===== config.mk =====
export PLATFORM = sky130hd
export DESIGN_NAME = can_mode_wake_timeouts
export DESIGN_NICKNAME = d
export VERILOG_FILES = /design/src/design/can_mode_pkg.sv /design/src/design/wake_pattern_detect.sv /design/src/design/dominant_guard.sv /design/src/design/can_mode_wake_timeouts.sv
export SDC_FILE = /design/constraint.sdc
export NUM_CORES = 1
export LEC_CHECK = 0
export BUFFER_PORTS_ARGS = -buffer_cell sky130_fd_sc_hd__buf_4
export CAP_MARGIN = 20
export CORE_MARGIN = 4
export CORE_UTILIZATION = 60
export CTS_CLUSTER_DIAMETER = 80
export CTS_CLUSTER_SIZE = 25
export DETAILED_ROUTE_END_ITERATION = 10
export PLACE_DENSITY = 0.81
export SETUP_SLACK_MARGIN = 0.4
export SLEW_MARGIN = 5
export SYNTH_ARGS = -nofsm -noshare
export SYNTH_HDL_FRONTEND = slang
export SYNTH_HIERARCHICAL = 1
export SYNTH_SLANG_ARGS = --single-unit
export TNS_END_PERCENT = 1

===== constraint.sdc =====
create_clock -name clk_i -period 6.7 [get_ports clk_i]
set_clock_uncertainty 0.05 [all_clocks]
set_input_delay 0.335 -clock clk_i [delete_from_list [all_inputs] [get_ports clk_i]]
set_output_delay 0.335 -clock clk_i [all_outputs]
set_load 0.02 [all_outputs]

===== src/design/can_mode_pkg.sv =====
`default_nettype none
package can_mode_pkg;
    // ------------------------------------------------------------
    // clock
    // ------------------------------------------------------------
    localparam int unsigned CLK_HZ = 50_000_000;
    localparam int unsigned CLK_NS = 20;

    // ------------------------------------------------------------
    // timing figures, in their own units
    // ------------------------------------------------------------
    localparam int unsigned STBY_NOM_US     = 70;
    localparam int unsigned NOM_SLP_US      = 200;
    localparam int unsigned SLP_STBY_US     = 200;
    localparam int unsigned NOM_STBY_US     = 200;
    localparam int unsigned WAKE_FILT_NS    = 1000;  // inside 0.5 .. 1.8 us
    localparam int unsigned WAKE_WIN_US     = 2000;  // inside 0.5 .. 2.9 ms
    localparam int unsigned SILENCE_MS      = 900;   // inside 0.6 .. 1.2 s
    localparam int unsigned INACTIVE_S      = 240;   // inside 2 .. 6 min
    localparam int unsigned DOM_TIMEOUT_US  = 2000;  // inside 1 .. 5 ms

    // ------------------------------------------------------------
    // derived cycle counts
    // ------------------------------------------------------------
    localparam int unsigned STBY_NOM_CYC    = STBY_NOM_US * (CLK_HZ / 1_000_000);
    localparam int unsigned NOM_SLP_CYC     = NOM_SLP_US * (CLK_HZ / 1_000_000);
    localparam int unsigned SLP_STBY_CYC    = SLP_STBY_US * (CLK_HZ / 1_000_000);
    localparam int unsigned NOM_STBY_CYC    = NOM_STBY_US * (CLK_HZ / 1_000_000);
    localparam int unsigned WAKE_FILT_CYC   = (WAKE_FILT_NS + CLK_NS - 1) / CLK_NS;
    localparam int unsigned WAKE_WIN_CYC    = WAKE_WIN_US * (CLK_HZ / 1_000_000);
    localparam longint unsigned SILENCE_CYC = longint'(SILENCE_MS) * (CLK_HZ / 1000);
    localparam longint unsigned INACTIVE_CYC = longint'(INACTIVE_S) * CLK_HZ;
    localparam int unsigned DOM_TIMEOUT_CYC = DOM_TIMEOUT_US * (CLK_HZ / 1_000_000);

    // ------------------------------------------------------------
    // modes and commands
    // ------------------------------------------------------------
    typedef enum logic [1:0] {
        MODE_SLEEP,
        MODE_STANDBY,
        MODE_NORMAL
    } mode_t;

    localparam logic [1:0] CMD_SLEEP   = 2'h0;
    localparam logic [1:0] CMD_STANDBY = 2'h1;
    localparam logic [1:0] CMD_NORMAL  = 2'h2;
endpackage : can_mode_pkg
`default_nettype wire


===== src/design/wake_pattern_detect.sv =====
`default_nettype none
module wake_pattern_detect #(
    parameter int unsigned FILT_CYC = 50,
    parameter int unsigned WIN_CYC  = 100000
) (
    input  wire logic clk_i,
    input  wire logic arst_n_i,
    input  wire logic enable_i,
    input  wire logic bus_dom_i,
    output logic      bus_wake_pattern_o
);
    import can_mode_pkg::*;

    // ------------------------------------------------------------
    // filter: a phase counts once held FILT_CYC cycles
    // ------------------------------------------------------------
    typedef enum {
        WP_IDLE,
        WP_DOM1,
        WP_REC,
        WP_DOM2
    } wp_state_t;

    wp_state_t        st_q;
    logic [31:0]      hold_q;
    logic [31:0]      win_q;
    logic             last_q;
    logic             filt_ok;

    assign filt_ok = (hold_q >= FILT_CYC - 1);

    always_ff @(posedge clk_i or negedge arst_n_i) begin
        if (!arst_n_i) begin
            last_q <= 1'b0;
            hold_q <= 32'h0;
        end else begin
            last_q <= bus_dom_i;
            hold_q <= (bus_dom_i != last_q) ? 32'h0 : hold_q + 32'h1;
        end
    end

    // window runs from first filtered dominant; expiry discards
    always_ff @(posedge clk_i or negedge arst_n_i) begin
        if (!arst_n_i) begin
            st_q               <= WP_IDLE;
            win_q              <= 32'h0;
            bus_wake_pattern_o <= 1'b0;
        end else begin
            bus_wake_pattern_o <= 1'b0;
            if (st_q != WP_IDLE) begin
                win_q <= win_q + 32'h1;
            end
            if (!enable_i) begin
                st_q <= WP_IDLE;
            end else if (st_q != WP_IDLE && win_q >= WIN_CYC - 1) begin
                st_q <= WP_IDLE;
            end else begin
                case (st_q)
                    WP_IDLE: if (bus_dom_i && last_q && filt_ok) begin
                        st_q  <= WP_DOM1;
                        win_q <= 32'h0;
                    end
                    WP_DOM1: if (!bus_dom_i && !last_q && filt_ok) begin
                        st_q <= WP_REC;
                    end
                    WP_REC: if (bus_dom_i && last_q && filt_ok) begin
                        st_q <= WP_DOM2;
                    end
                    WP_DOM2: if (!bus_dom_i && !last_q && filt_ok) begin
                        st_q               <= WP_IDLE;
                        bus_wake_pattern_o <= 1'b1;
                    end
                    default: st_q <= WP_IDLE;
                endcase
            end
        end
    end
endmodule : wake_pattern_detect
`default_nettype wire


===== src/design/dominant_guard.sv =====
`default_nettype none
module dominant_guard #(
    parameter int unsigned DTO_CYC = 100000
) (
    input  wire logic clk_i,
    input  wire logic arst_n_i,
    input  wire logic txd_i,
    input  wire logic drv_allow_i,
    output logic      drv_dom_o,
    output logic      dto_flag_o
);
    import can_mode_pkg::*;

    logic [31:0] cnt_q;

    // ------------------------------------------------------------
    // count dominant time; latch off until txd goes recessive
    // ------------------------------------------------------------
    always_ff @(posedge clk_i or negedge arst_n_i) begin
        if (!arst_n_i) begin
            cnt_q      <= 32'h0;
            dto_flag_o <= 1'b0;
        end else if (txd_i) begin
            cnt_q      <= 32'h0;
            dto_flag_o <= 1'b0;
        end else begin
            if (cnt_q < DTO_CYC) begin
                cnt_q <= cnt_q + 32'h1;
            end else begin
                dto_flag_o <= 1'b1;
            end
        end
    end

    always_ff @(posedge clk_i or negedge arst_n_i) begin
        if (!arst_n_i) begin
            drv_dom_o <= 1'b0;
        end else begin
            drv_dom_o <= drv_allow_i && !txd_i && !dto_flag_o
                         && !(cnt_q >= DTO_CYC);
        end
    end
endmodule : dominant_guard
`default_nettype wire


===== src/design/can_mode_wake_timeouts.sv =====
// Notes on behaviour
// - standby to normal within 70 us
// - sleep command: inhibit, wake request off, 200 us
// - wake in sleep asserts both within 200 us
// - normal to standby within 200 us
// - each wake phase filtered by hold time
// - wake pattern valid only inside window
// - silence timer restarts on every bus edge
// - host must answer after wake, else sleep
// - long dominant transmit disables the driver
// - driver stays off until transmit recessive
`default_nettype none
module can_mode_wake_timeouts #(
    parameter int unsigned   WAKE_FILT_CYC = can_mode_pkg::WAKE_FILT_CYC,
    parameter int unsigned   WAKE_WIN_CYC  = can_mode_pkg::WAKE_WIN_CYC,
    parameter int unsigned   DTO_CYC       = can_mode_pkg::DOM_TIMEOUT_CYC,
    parameter longint unsigned SILENCE_CYC = can_mode_pkg::SILENCE_CYC,
    parameter longint unsigned INACTIVE_CYC = can_mode_pkg::INACTIVE_CYC,
    parameter int unsigned   STBY_NOM_CYC  = can_mode_pkg::STBY_NOM_CYC,
    parameter int unsigned   NOM_SLP_CYC   = can_mode_pkg::NOM_SLP_CYC,
    parameter int unsigned   SLP_STBY_CYC  = can_mode_pkg::SLP_STBY_CYC,
    parameter int unsigned   NOM_STBY_CYC  = can_mode_pkg::NOM_STBY_CYC
) (
    input  wire logic               clk_i,
    input  wire logic               arst_n_i,
    input  wire logic               cmd_valid_i,
    input  wire logic [1:0]         cmd_mode_i,
    input  wire logic               wake_clear_i,
    input  wire logic               bus_rx_i,
    input  wire logic               local_wake_input_i,
    input  wire logic               txd_i,
    output can_mode_pkg::mode_t     mode_o,
    output logic                    mode_busy_o,
    output logic                    wake_flag_o,
    output logic                    supply_inhibit_out_o,
    output logic                    wake_request_out_n_o,
    output logic                    bus_silent_o,
    output logic                    drv_dom_o,
    output logic                    dto_flag_o
);
    import can_mode_pkg::*;

    // ------------------------------------------------------------
    // pin synchronisers
    // ------------------------------------------------------------
    logic [1:0] rx_s_q;
    logic [1:0] lw_s_q;
    logic       lw_last_q;
    logic       bus_dom;
    logic       lw_edge;

    always_ff @(posedge clk_i or negedge arst_n_i) begin
        if (!arst_n_i) begin
            rx_s_q    <= 2'h3;
            lw_s_q    <= 2'h0;
            lw_last_q <= 1'b0;
        end else begin
            rx_s_q    <= {rx_s_q[0], bus_rx_i};
            lw_s_q    <= {lw_s_q[0], local_wake_input_i};
            lw_last_q <= lw_s_q[1];
        end
    end

    assign bus_dom = !rx_s_q[1];
    assign lw_edge = lw_s_q[1] && !lw_last_q;

    // ------------------------------------------------------------
    // wake pattern detection
    // ------------------------------------------------------------
    logic  pattern_pulse;
    mode_t mode_q;
    mode_t target_q;

    // detection runs in standby and sleep; normal mode ignores it
    wake_pattern_detect #(
        .FILT_CYC (WAKE_FILT_CYC),
        .WIN_CYC  (WAKE_WIN_CYC)
    ) u_wake_det (
        .clk_i              (clk_i),
        .arst_n_i           (arst_n_i),
        .enable_i           (mode_q != MODE_NORMAL),
        .bus_dom_i          (bus_dom),
        .bus_wake_pattern_o (pattern_pulse)
    );

    logic wake_evt;
    assign wake_evt = (mode_q == MODE_SLEEP) && (pattern_pulse || lw_edge);

    // ------------------------------------------------------------
    // bus silence timer
    // ------------------------------------------------------------
    logic        dom_last_q;
    logic [39:0] sil_q;

    always_ff @(posedge clk_i or negedge arst_n_i) begin
        if (!arst_n_i) begin
            dom_last_q   <= 1'b0;
            sil_q        <= 40'h0;
            bus_silent_o <= 1'b0;
        end else begin
            dom_last_q <= bus_dom;
            if (bus_dom != dom_last_q) begin
                sil_q        <= 40'h0;
                bus_silent_o <= 1'b0;
            end else if (sil_q >= 40'(SILENCE_CYC - 1)) begin
                bus_silent_o <= 1'b1;
            end else begin
                sil_q <= sil_q + 40'h1;
            end
        end
    end

    // ------------------------------------------------------------
    // wake flag and host inactivity timer
    // ------------------------------------------------------------
    logic [39:0] inact_q;
    logic        inact_run_q;
    logic        inact_exp;

    // set wins over a clear in the same cycle
    always_ff @(posedge clk_i or negedge arst_n_i) begin
        if (!arst_n_i) begin
            wake_flag_o <= 1'b1;
        end else if (wake_evt) begin
            wake_flag_o <= 1'b1;
        end else if (wake_clear_i) begin
            wake_flag_o <= 1'b0;
        end
    end

    // runs from reset and each wake until cleared or normal ordered
    always_ff @(posedge clk_i or negedge arst_n_i) begin
        if (!arst_n_i) begin
            inact_run_q <= 1'b1;
            inact_q     <= 40'h0;
        end else if (wake_evt) begin
            inact_run_q <= 1'b1;
            inact_q     <= 40'h0;
        end else if (wake_clear_i || (cmd_valid_i && cmd_mode_i == CMD_NORMAL)) begin
            inact_run_q <= 1'b0;
            inact_q     <= 40'h0;
        end else if (inact_exp) begin
            inact_run_q <= 1'b0;
        end else if (inact_run_q) begin
            inact_q <= inact_q + 40'h1;
        end
    end

    assign inact_exp = inact_run_q && (inact_q >= 40'(INACTIVE_CYC - 1));

    // ------------------------------------------------------------
    // mode controller
    // ------------------------------------------------------------
    logic [31:0] dly_q;
    logic        busy_q;

    // transitions settle after a fixed delay below each maximum
    function automatic logic [31:0] trans_cyc(input mode_t from, input mode_t to);
        logic [31:0] c;
        c = 32'h1;
        if (from == MODE_STANDBY && to == MODE_NORMAL) begin
            c = 32'(STBY_NOM_CYC / 2);
        end else if (to == MODE_SLEEP) begin
            c = 32'(NOM_SLP_CYC / 2);
        end else if (from == MODE_SLEEP) begin
            c = 32'(SLP_STBY_CYC / 2);
        end else if (from == MODE_NORMAL && to == MODE_STANDBY) begin
            c = 32'(NOM_STBY_CYC / 2);
        end
        return c;
    endfunction : trans_cyc

    function automatic mode_t cmd_to_mode(input logic [1:0] c);
        case (c)
            CMD_SLEEP:   return MODE_SLEEP;
            CMD_NORMAL:  return MODE_NORMAL;
            default:     return MODE_STANDBY;
        endcase
    endfunction : cmd_to_mode

    always_ff @(posedge clk_i or negedge arst_n_i) begin
        if (!arst_n_i) begin
            mode_q   <= MODE_STANDBY;
            target_q <= MODE_STANDBY;
            dly_q    <= 32'h0;
            busy_q   <= 1'b0;
        end else if (busy_q) begin
            if (dly_q <= 32'h1) begin
                mode_q <= target_q;
                busy_q <= 1'b0;
            end else begin
                dly_q <= dly_q - 32'h1;
            end
        end else if (wake_evt) begin
            target_q <= MODE_STANDBY;
            dly_q    <= trans_cyc(MODE_SLEEP, MODE_STANDBY);
            busy_q   <= 1'b1;
        end else if (inact_exp && mode_q != MODE_NORMAL) begin
            target_q <= MODE_SLEEP;
            dly_q    <= trans_cyc(mode_q, MODE_SLEEP);
            busy_q   <= 1'b1;
        end else if (cmd_valid_i && mode_q != MODE_SLEEP
                     && cmd_to_mode(cmd_mode_i) != mode_q) begin
            target_q <= cmd_to_mode(cmd_mode_i);
            dly_q    <= trans_cyc(mode_q, cmd_to_mode(cmd_mode_i));
            busy_q   <= 1'b1;
        end
    end

    assign mode_o      = mode_q;
    assign mode_busy_o = busy_q;

    // ------------------------------------------------------------
    // inhibit and wake request outputs
    // ------------------------------------------------------------
    always_ff @(posedge clk_i or negedge arst_n_i) begin
        if (!arst_n_i) begin
            supply_inhibit_out_o <= 1'b1;
            wake_request_out_n_o <= 1'b0;
        end else begin
            supply_inhibit_out_o <= (mode_q != MODE_SLEEP);
            wake_request_out_n_o <= (mode_q == MODE_SLEEP) || !wake_flag_o;
        end
    end

    // ------------------------------------------------------------
    // transmit path with dominant timeout
    // ------------------------------------------------------------
    // a slow host bit rate would trip this guard on legal frames
    dominant_guard #(
        .DTO_CYC (DTO_CYC)
    ) u_dto (
        .clk_i       (clk_i),
        .arst_n_i    (arst_n_i),
        .txd_i       (txd_i),
        .drv_allow_i (mode_q == MODE_NORMAL),
        .drv_dom_o   (drv_dom_o),
        .dto_flag_o  (dto_flag_o)
    );
endmodule : can_mode_wake_timeouts
`default_nettype wire


* Word-level counts from Yosys, hierarchy flattened
Cells that the tools add are included.
Word-level totals: bits in registers 259, bits of input ports 9, output and inout port bits 9, logic and storage cells 158
Operators by class: add/sub/neg operators 6, order comparisons 7, equality and inequality tests 19, mux-type cells 58, bitwise gates (word level) 1, reductions and logical operators 45
Operator list (number):
- $mux W32 | 19
- $mux W40 | 6
- $pmux W32 S4 | 1
- $add A32 B1 Y32 const B | 3
- $add A40 B1 Y40 const B | 2
- $eq A32 B2 Y1 const B | 2
- $ge A32 B17 Y1 const B | 2
- $mux W13 | 4
- $ge A40 B26 Y1 const B | 1
- $ge A40 B34 Y1 const B | 1
- $eq A32 B1 Y1 const B | 1
- $ge A32 B6 Y1 const B | 1
- $le A32 B1 Y1 const B | 1
- $logic_not A32 Y1 | 1
- $lt A32 B17 Y1 const B | 1
- $reduce_bool A32 Y1 | 1
- $sub A32 B1 Y32 const B | 1
- $mux W1 | 18
- $mux W2 | 9
- $logic_and A1 B1 Y1 | 17
- $ne A4 B4 Y1 const B | 4
- $reduce_bool A3 Y1 | 3
- $ne A2 B2 Y1 const B | 4
- $reduce_and A2 Y1 | 4
- other kinds (13) | 29

* Longest topological paths before layout
depth in word-level cells 22, gate-level depth with buffers 12, gate-level depth less buffers 10

* Modules after synthesis
The synthesis kept the hierarchy.
By module, submodules not included:
- can_mode_wake_timeouts | times used 1, cells each 725, area an instance 6616.3 um^2, seq. area each 3211.8 um^2
- wake_pattern_detect | times used 1, cells each 380, area an instance 3572.2 um^2, seq. area each 1701.6 um^2
- dominant_guard | times used 1, cells each 153, area an instance 1580.3 um^2, seq. area each 850.8 um^2

* Worst setup path after synthesis
OpenSTA, ideal clock, no wires.
path type register -> register, start reg dly_q[0], end reg dly_q[16], library setup time 0.127 ns, arrival time 2.377 ns, data required time 6.523 ns, path slack 4.146 ns, cell stages (with the launch flop) 11, buffers on the path 1, clock period less this slack 2.554 ns, path through dfrtp_1 -> inv_1 -> ha_1 -> or3b_2 -> or2_2 -> clkbuf_1 -> or3_1 -> nor2_1 -> nand2_1 -> a21oi_1 -> a21oi_1
On the way: cells in the longest elaborated chain, start to end 3, elaborated cells on any way between the ends 6, those cells by class add/sub: 1; order compare: 1; eq/ne: 1; mux: 2; reduce/logical: 1
RTL lines:
- from (decl) | RTL line can_mode_wake_timeouts.sv:154 | logic [31:0] dly_q;
- from (signal assigned) | RTL line can_mode_wake_timeouts.sv:192 | dly_q <= dly_q - 32'h1;
- from (signal assigned) | RTL line can_mode_wake_timeouts.sv:196 | dly_q <= trans_cyc(MODE_SLEEP, MODE_STANDBY);
- from (signal assigned) | RTL line can_mode_wake_timeouts.sv:200 | dly_q <= trans_cyc(mode_q, MODE_SLEEP);
- $sub A32 B1 Y32 / $le A32 B1 Y1 (equally long branches) | RTL line can_mode_wake_timeouts.sv:192, can_mode_wake_timeouts.sv:188
- $mux W32 / $ne A2 B2 Y1 (equally long branches)
- $mux W32 / $reduce_and A2 Y1 (equally long branches)
Several ways; a longest one is shown, not always the timed one. The select of a mux whose other input is x is not followed. A chain may end at the register's enable or synchronous reset.

* Final worst setup path
start reg inact_q[20], end reg inact_q[5]
On the way: cells in the longest elaborated chain, start to end 4
RTL lines:
- from (decl) | RTL line can_mode_wake_timeouts.sv:116 | logic [39:0] inact_q;
- from (signal assigned) | RTL line can_mode_wake_timeouts.sv:145 | inact_q <= inact_q + 40'h1;
- $ge A40 B34 Y1 | RTL line can_mode_wake_timeouts.sv:149 | assign inact_exp = inact_run_q && (inact_q >= 40'(INACTIVE_CYC - 1));
- $logic_and A1 B1 Y1 | RTL line can_mode_wake_timeouts.sv:149
- $ne A3 B2 Y1 (no source line)
- $reduce_and A2 Y1 (no source line)
No other way between the ends.

==> flow_summary.ini <==
[run_status]
status = finished, final reports clean

[timing]
maxSlewHeadroom_pct = 31.6
worst_slew_pin_slew_ns = 1.03
finalHoldViolations = 0
setup_violation_total_in_the_final_timing_report = 0
max_clock_freq_ghz = 0.293
fin_tns_setup_ns = 0
slew_viol_final = 0
period_utilization_post_route_pct = 51.0
grt_setup_unrepaired = false
final_period_minus_worst_setup_slack_ns = 3.42

[place]
post_dp_cell_area_sq_um = 12100
finalWeightedCongestion = 0.835
io_buffer_count = 17
place_hpwl_mm = 15.6
place.detailed.instances = 1494

[floorplanning]
dieWidth_microns = 148
io_pins = 18
die_h_microns = 148
placementRows = 50
die_area_sq_um = 21900
initial_core_util_pct = 61.9
core_sq_um = 19000

[clock_network]
clk_latency_ns = 0.50
cts-htree-levels = 1
maximum_count_of_clock_buffers_along_a_single_path = 3
cts_num_sinks = 230
cts_repair_resize_count = 0
tritoncts = yes
ctsRootBufferMaster = clkbuf_16
clk_transition_reported_paths_ns = 0.10
cts_made_buffers = 14

[grt]
pin_count_of_the_biggest_net_entering_global_routing = 116
grt_pass1_vias = 8841
grt_overflow = 0
global_route_wire_length_before_repair_mm = 41.2
gr-usage-all-layers_pct = 21.6
antenna_violations_before_repair = 0

[synth]
netlist.top_cell.by_area = dfrtp_1
yosys_warnings = 6
ys_seq_elements = 230
nets_in_the_synthesized_netlist = 1283
number_of_enable_type_register_cells_in_the_synthesized_netlist = 0
postSynthCellCount = 1258
yosys-top-cells-area = dfrtp_1, nor2_1, nand3_1
fraction_of_post_synthesis_cell_area_in_the_top_cell_type_by_area_pct = 47.4
ys_types = 71
yosys.cell_count.top_type = dfrtp_1
mappedNetlistArea_sq_um = 11800
seq_area_frac_synth_pct = 49.0
syn_avg_cell_area_sq_um = 9.36
synth_ff_type = dfrtp_1
synth_async_sr_flop_share_pct = 100
post_synth_most_frequent_cells = dfrtp_1, nor2_1, nand2_1

[critical_path]
critical-path-slowest-cell = or4b_2
worst_setup_path_start_kind = flip-flop
path_class = flip-flop to flip-flop
arrival_time_at_the_worst_endpoint_ns = 3.77
crit_path_max_fanout = 26
critical_path.top_delay_family = simple AND/OR/NAND/NOR gates
crit_path_cell_trace = nor3_1 -> nand3_1 -> a221oi_2 -> a21o_1 -> nand4_1 -> or4b_2 -> a21oi_1
critical_path_cell_count = 7
setup.reg_to_reg.worst_slack_ns = 3.28
path_buf_inv = 0
slowest_delay_ns = 0.89
timing.critical_path.required_ns = 7.05
critPathCaptureType = flip-flop
timing.reg2reg.worst_path_depth = 7

[job]
maxCapViolCount = 0

[finish]
antenna_cells = 0
final_cell_area_sq_um = 12600
final_cells = 1521
total_number_of_nets_in_the_final_design = 1280
area_delta_synth_final_pct = 6.78
drive_gt1_share_pct = 7.22

[detailed_routing]
ant_nets = 0
first_pass_iters = 5
dr.first_iter.drc_count = 655
detailroute.via_count = 9305
drt_drc_violations_left = 0
wl_per_cell_microns = 15.5
avgViaCountPerCell = 6.12
drt_wl_total_mm = 23.5

[power_and_ir_drop]
p_leak_nw = 5.30
worst_ir_drop_vdd_mv = 0.162
finalPower_w = 0.00246
power-per-cell-area_nw_per_um2 = 196

[min_path]
hold_path.class = input port to flip-flop
hold_depth = 3
tightest hold or removal path: stages:
cell	delay (ns)
buf_4	0.13
nand3_1	0.06
o22ai_1	0.07
registers in the layout, indices dropped and copies added (netlist names), 2 cells and up:
name and cells:
inact_q 40, u_dto/cnt_q 32, target_q 2, mode_o 2, u_wake_det/st_q 2, lw_s_q 2, dly_q 32, u_wake_det/hold_q 32
u_wake_det/win_q 32, rx_s_q 2, sil_q 40
logic make-up (layout without fill, tap and decap cells):
| kind of cell | count (synthesis) | after routing | synth area share (%) |
|---|---|---|---|
| AND/OR/NAND/NOR | 624 | 624 | 28.4 |
| adder cells (fa/ha/maj) | 16 | 16 | 1.70 |
| AO/OA/AOI/OAI | 216 | 216 | 11.3 |
| buffers and inverters | 84 | 87 | 2.93 |
| multiplexers | 12 | 12 | 1.07 |
| flip-flops | 230 | 230 | 49.0 |
| XOR/XNOR | 76 | 76 | 5.66 |
metal layers:
layer	vias to the layer above	GRT usage, %	part of all wire, %
met5	-	0	0
met4	0	5.36	1.8
met3	31	2.47	3.9
met2	214	35.4	47
met1	4544	31.3	47
li1	4516	-	-
path summary, 6_finish.rpt:
path,start,to
setup / recovery,inact_q[20]$_DFFE_PN0P_,inact_q[5]$_DFFE_PN0P_
hold / removal,cmd_valid_i,target_q[1]$_DFFE_PN0P_
setup reg to reg,inact_q[20]$_DFFE_PN0P_,inact_q[5]$_DFFE_PN0P_
hold reg to reg,lw_s_q[0]$_DFF_PN0_,lw_s_q[1]$_DFF_PN0_
max in group asynchronous,arst_n_i,inact_q[13]$_DFFE_PN0P_
min in group asynchronous,arst_n_i,inact_q[24]$_DFFE_PN0P_
final cells by class:
type                            instances  area (sq um)
Clock inverter                          6          61.3
Clock buffer                           16           379
Tap cell                              260           325
Inverter                               37           139
Fill cell                            1575          6450
Timing Repair Buffer                   28           228
Sequential cell                       230          5760
Multi-Input combinational cell        944          5670
cell usage in the layout (no fill, tap or decap), types with 7 or more instances in the layout:
cell type and instances:
dfrtp_1 223, nor2_1 133, nand2_1 112, nand3_1 85
a21oi_1 75, o21ai_0 49, xor2_1 48, inv_1 36
nor3_1 35, nor4_1 33, or4_1 32, nand4_1 32
and3_1 32, nor2b_1 27, xnor2_1 27, or3_1 26
and2_1 23, buf_4 23, a31oi_1 19, ha_1 16
o31ai_1 15, clkbuf_16 15, nand2b_1 10, o211ai_1 9
o22ai_1 7, mux2i_1 7, dfstp_2 7
where the power goes:
part | total, W | internal, W | switching [W]
clock | 0.000904 | 0.000421 | 0.000483
sequential | 0.00144 | 0.00141 | 0.0000274
combinational | 0.000117 | 0.0000348 | 0.0000818
total | 0.00246 | 0.00187 | 0.000592
metrics by stage:
step / hold slack [ns] / setup WS (ns) / utilization [%]
floorplan: -0.0106 / 4.15 / -
finish: 0.0903 / 3.28 / 66.1
CTS: 0.0796 / 3.31 / 66.0
global placement: 0.283 / 3.39 / 63.5
global route: 0.0985 / 3.00 / 66.1
detailed placement: 0.285 / 3.33 / 63.5
repair_timing:
action | 4_1_cts | 5_1_grt
setup endpoints to repair | 0 | 0
setup buffers | 0 | 0
hold endpoints to repair | 112 | 0
hold buffers | 4 | 0
(Power assumes the default switching activity.)
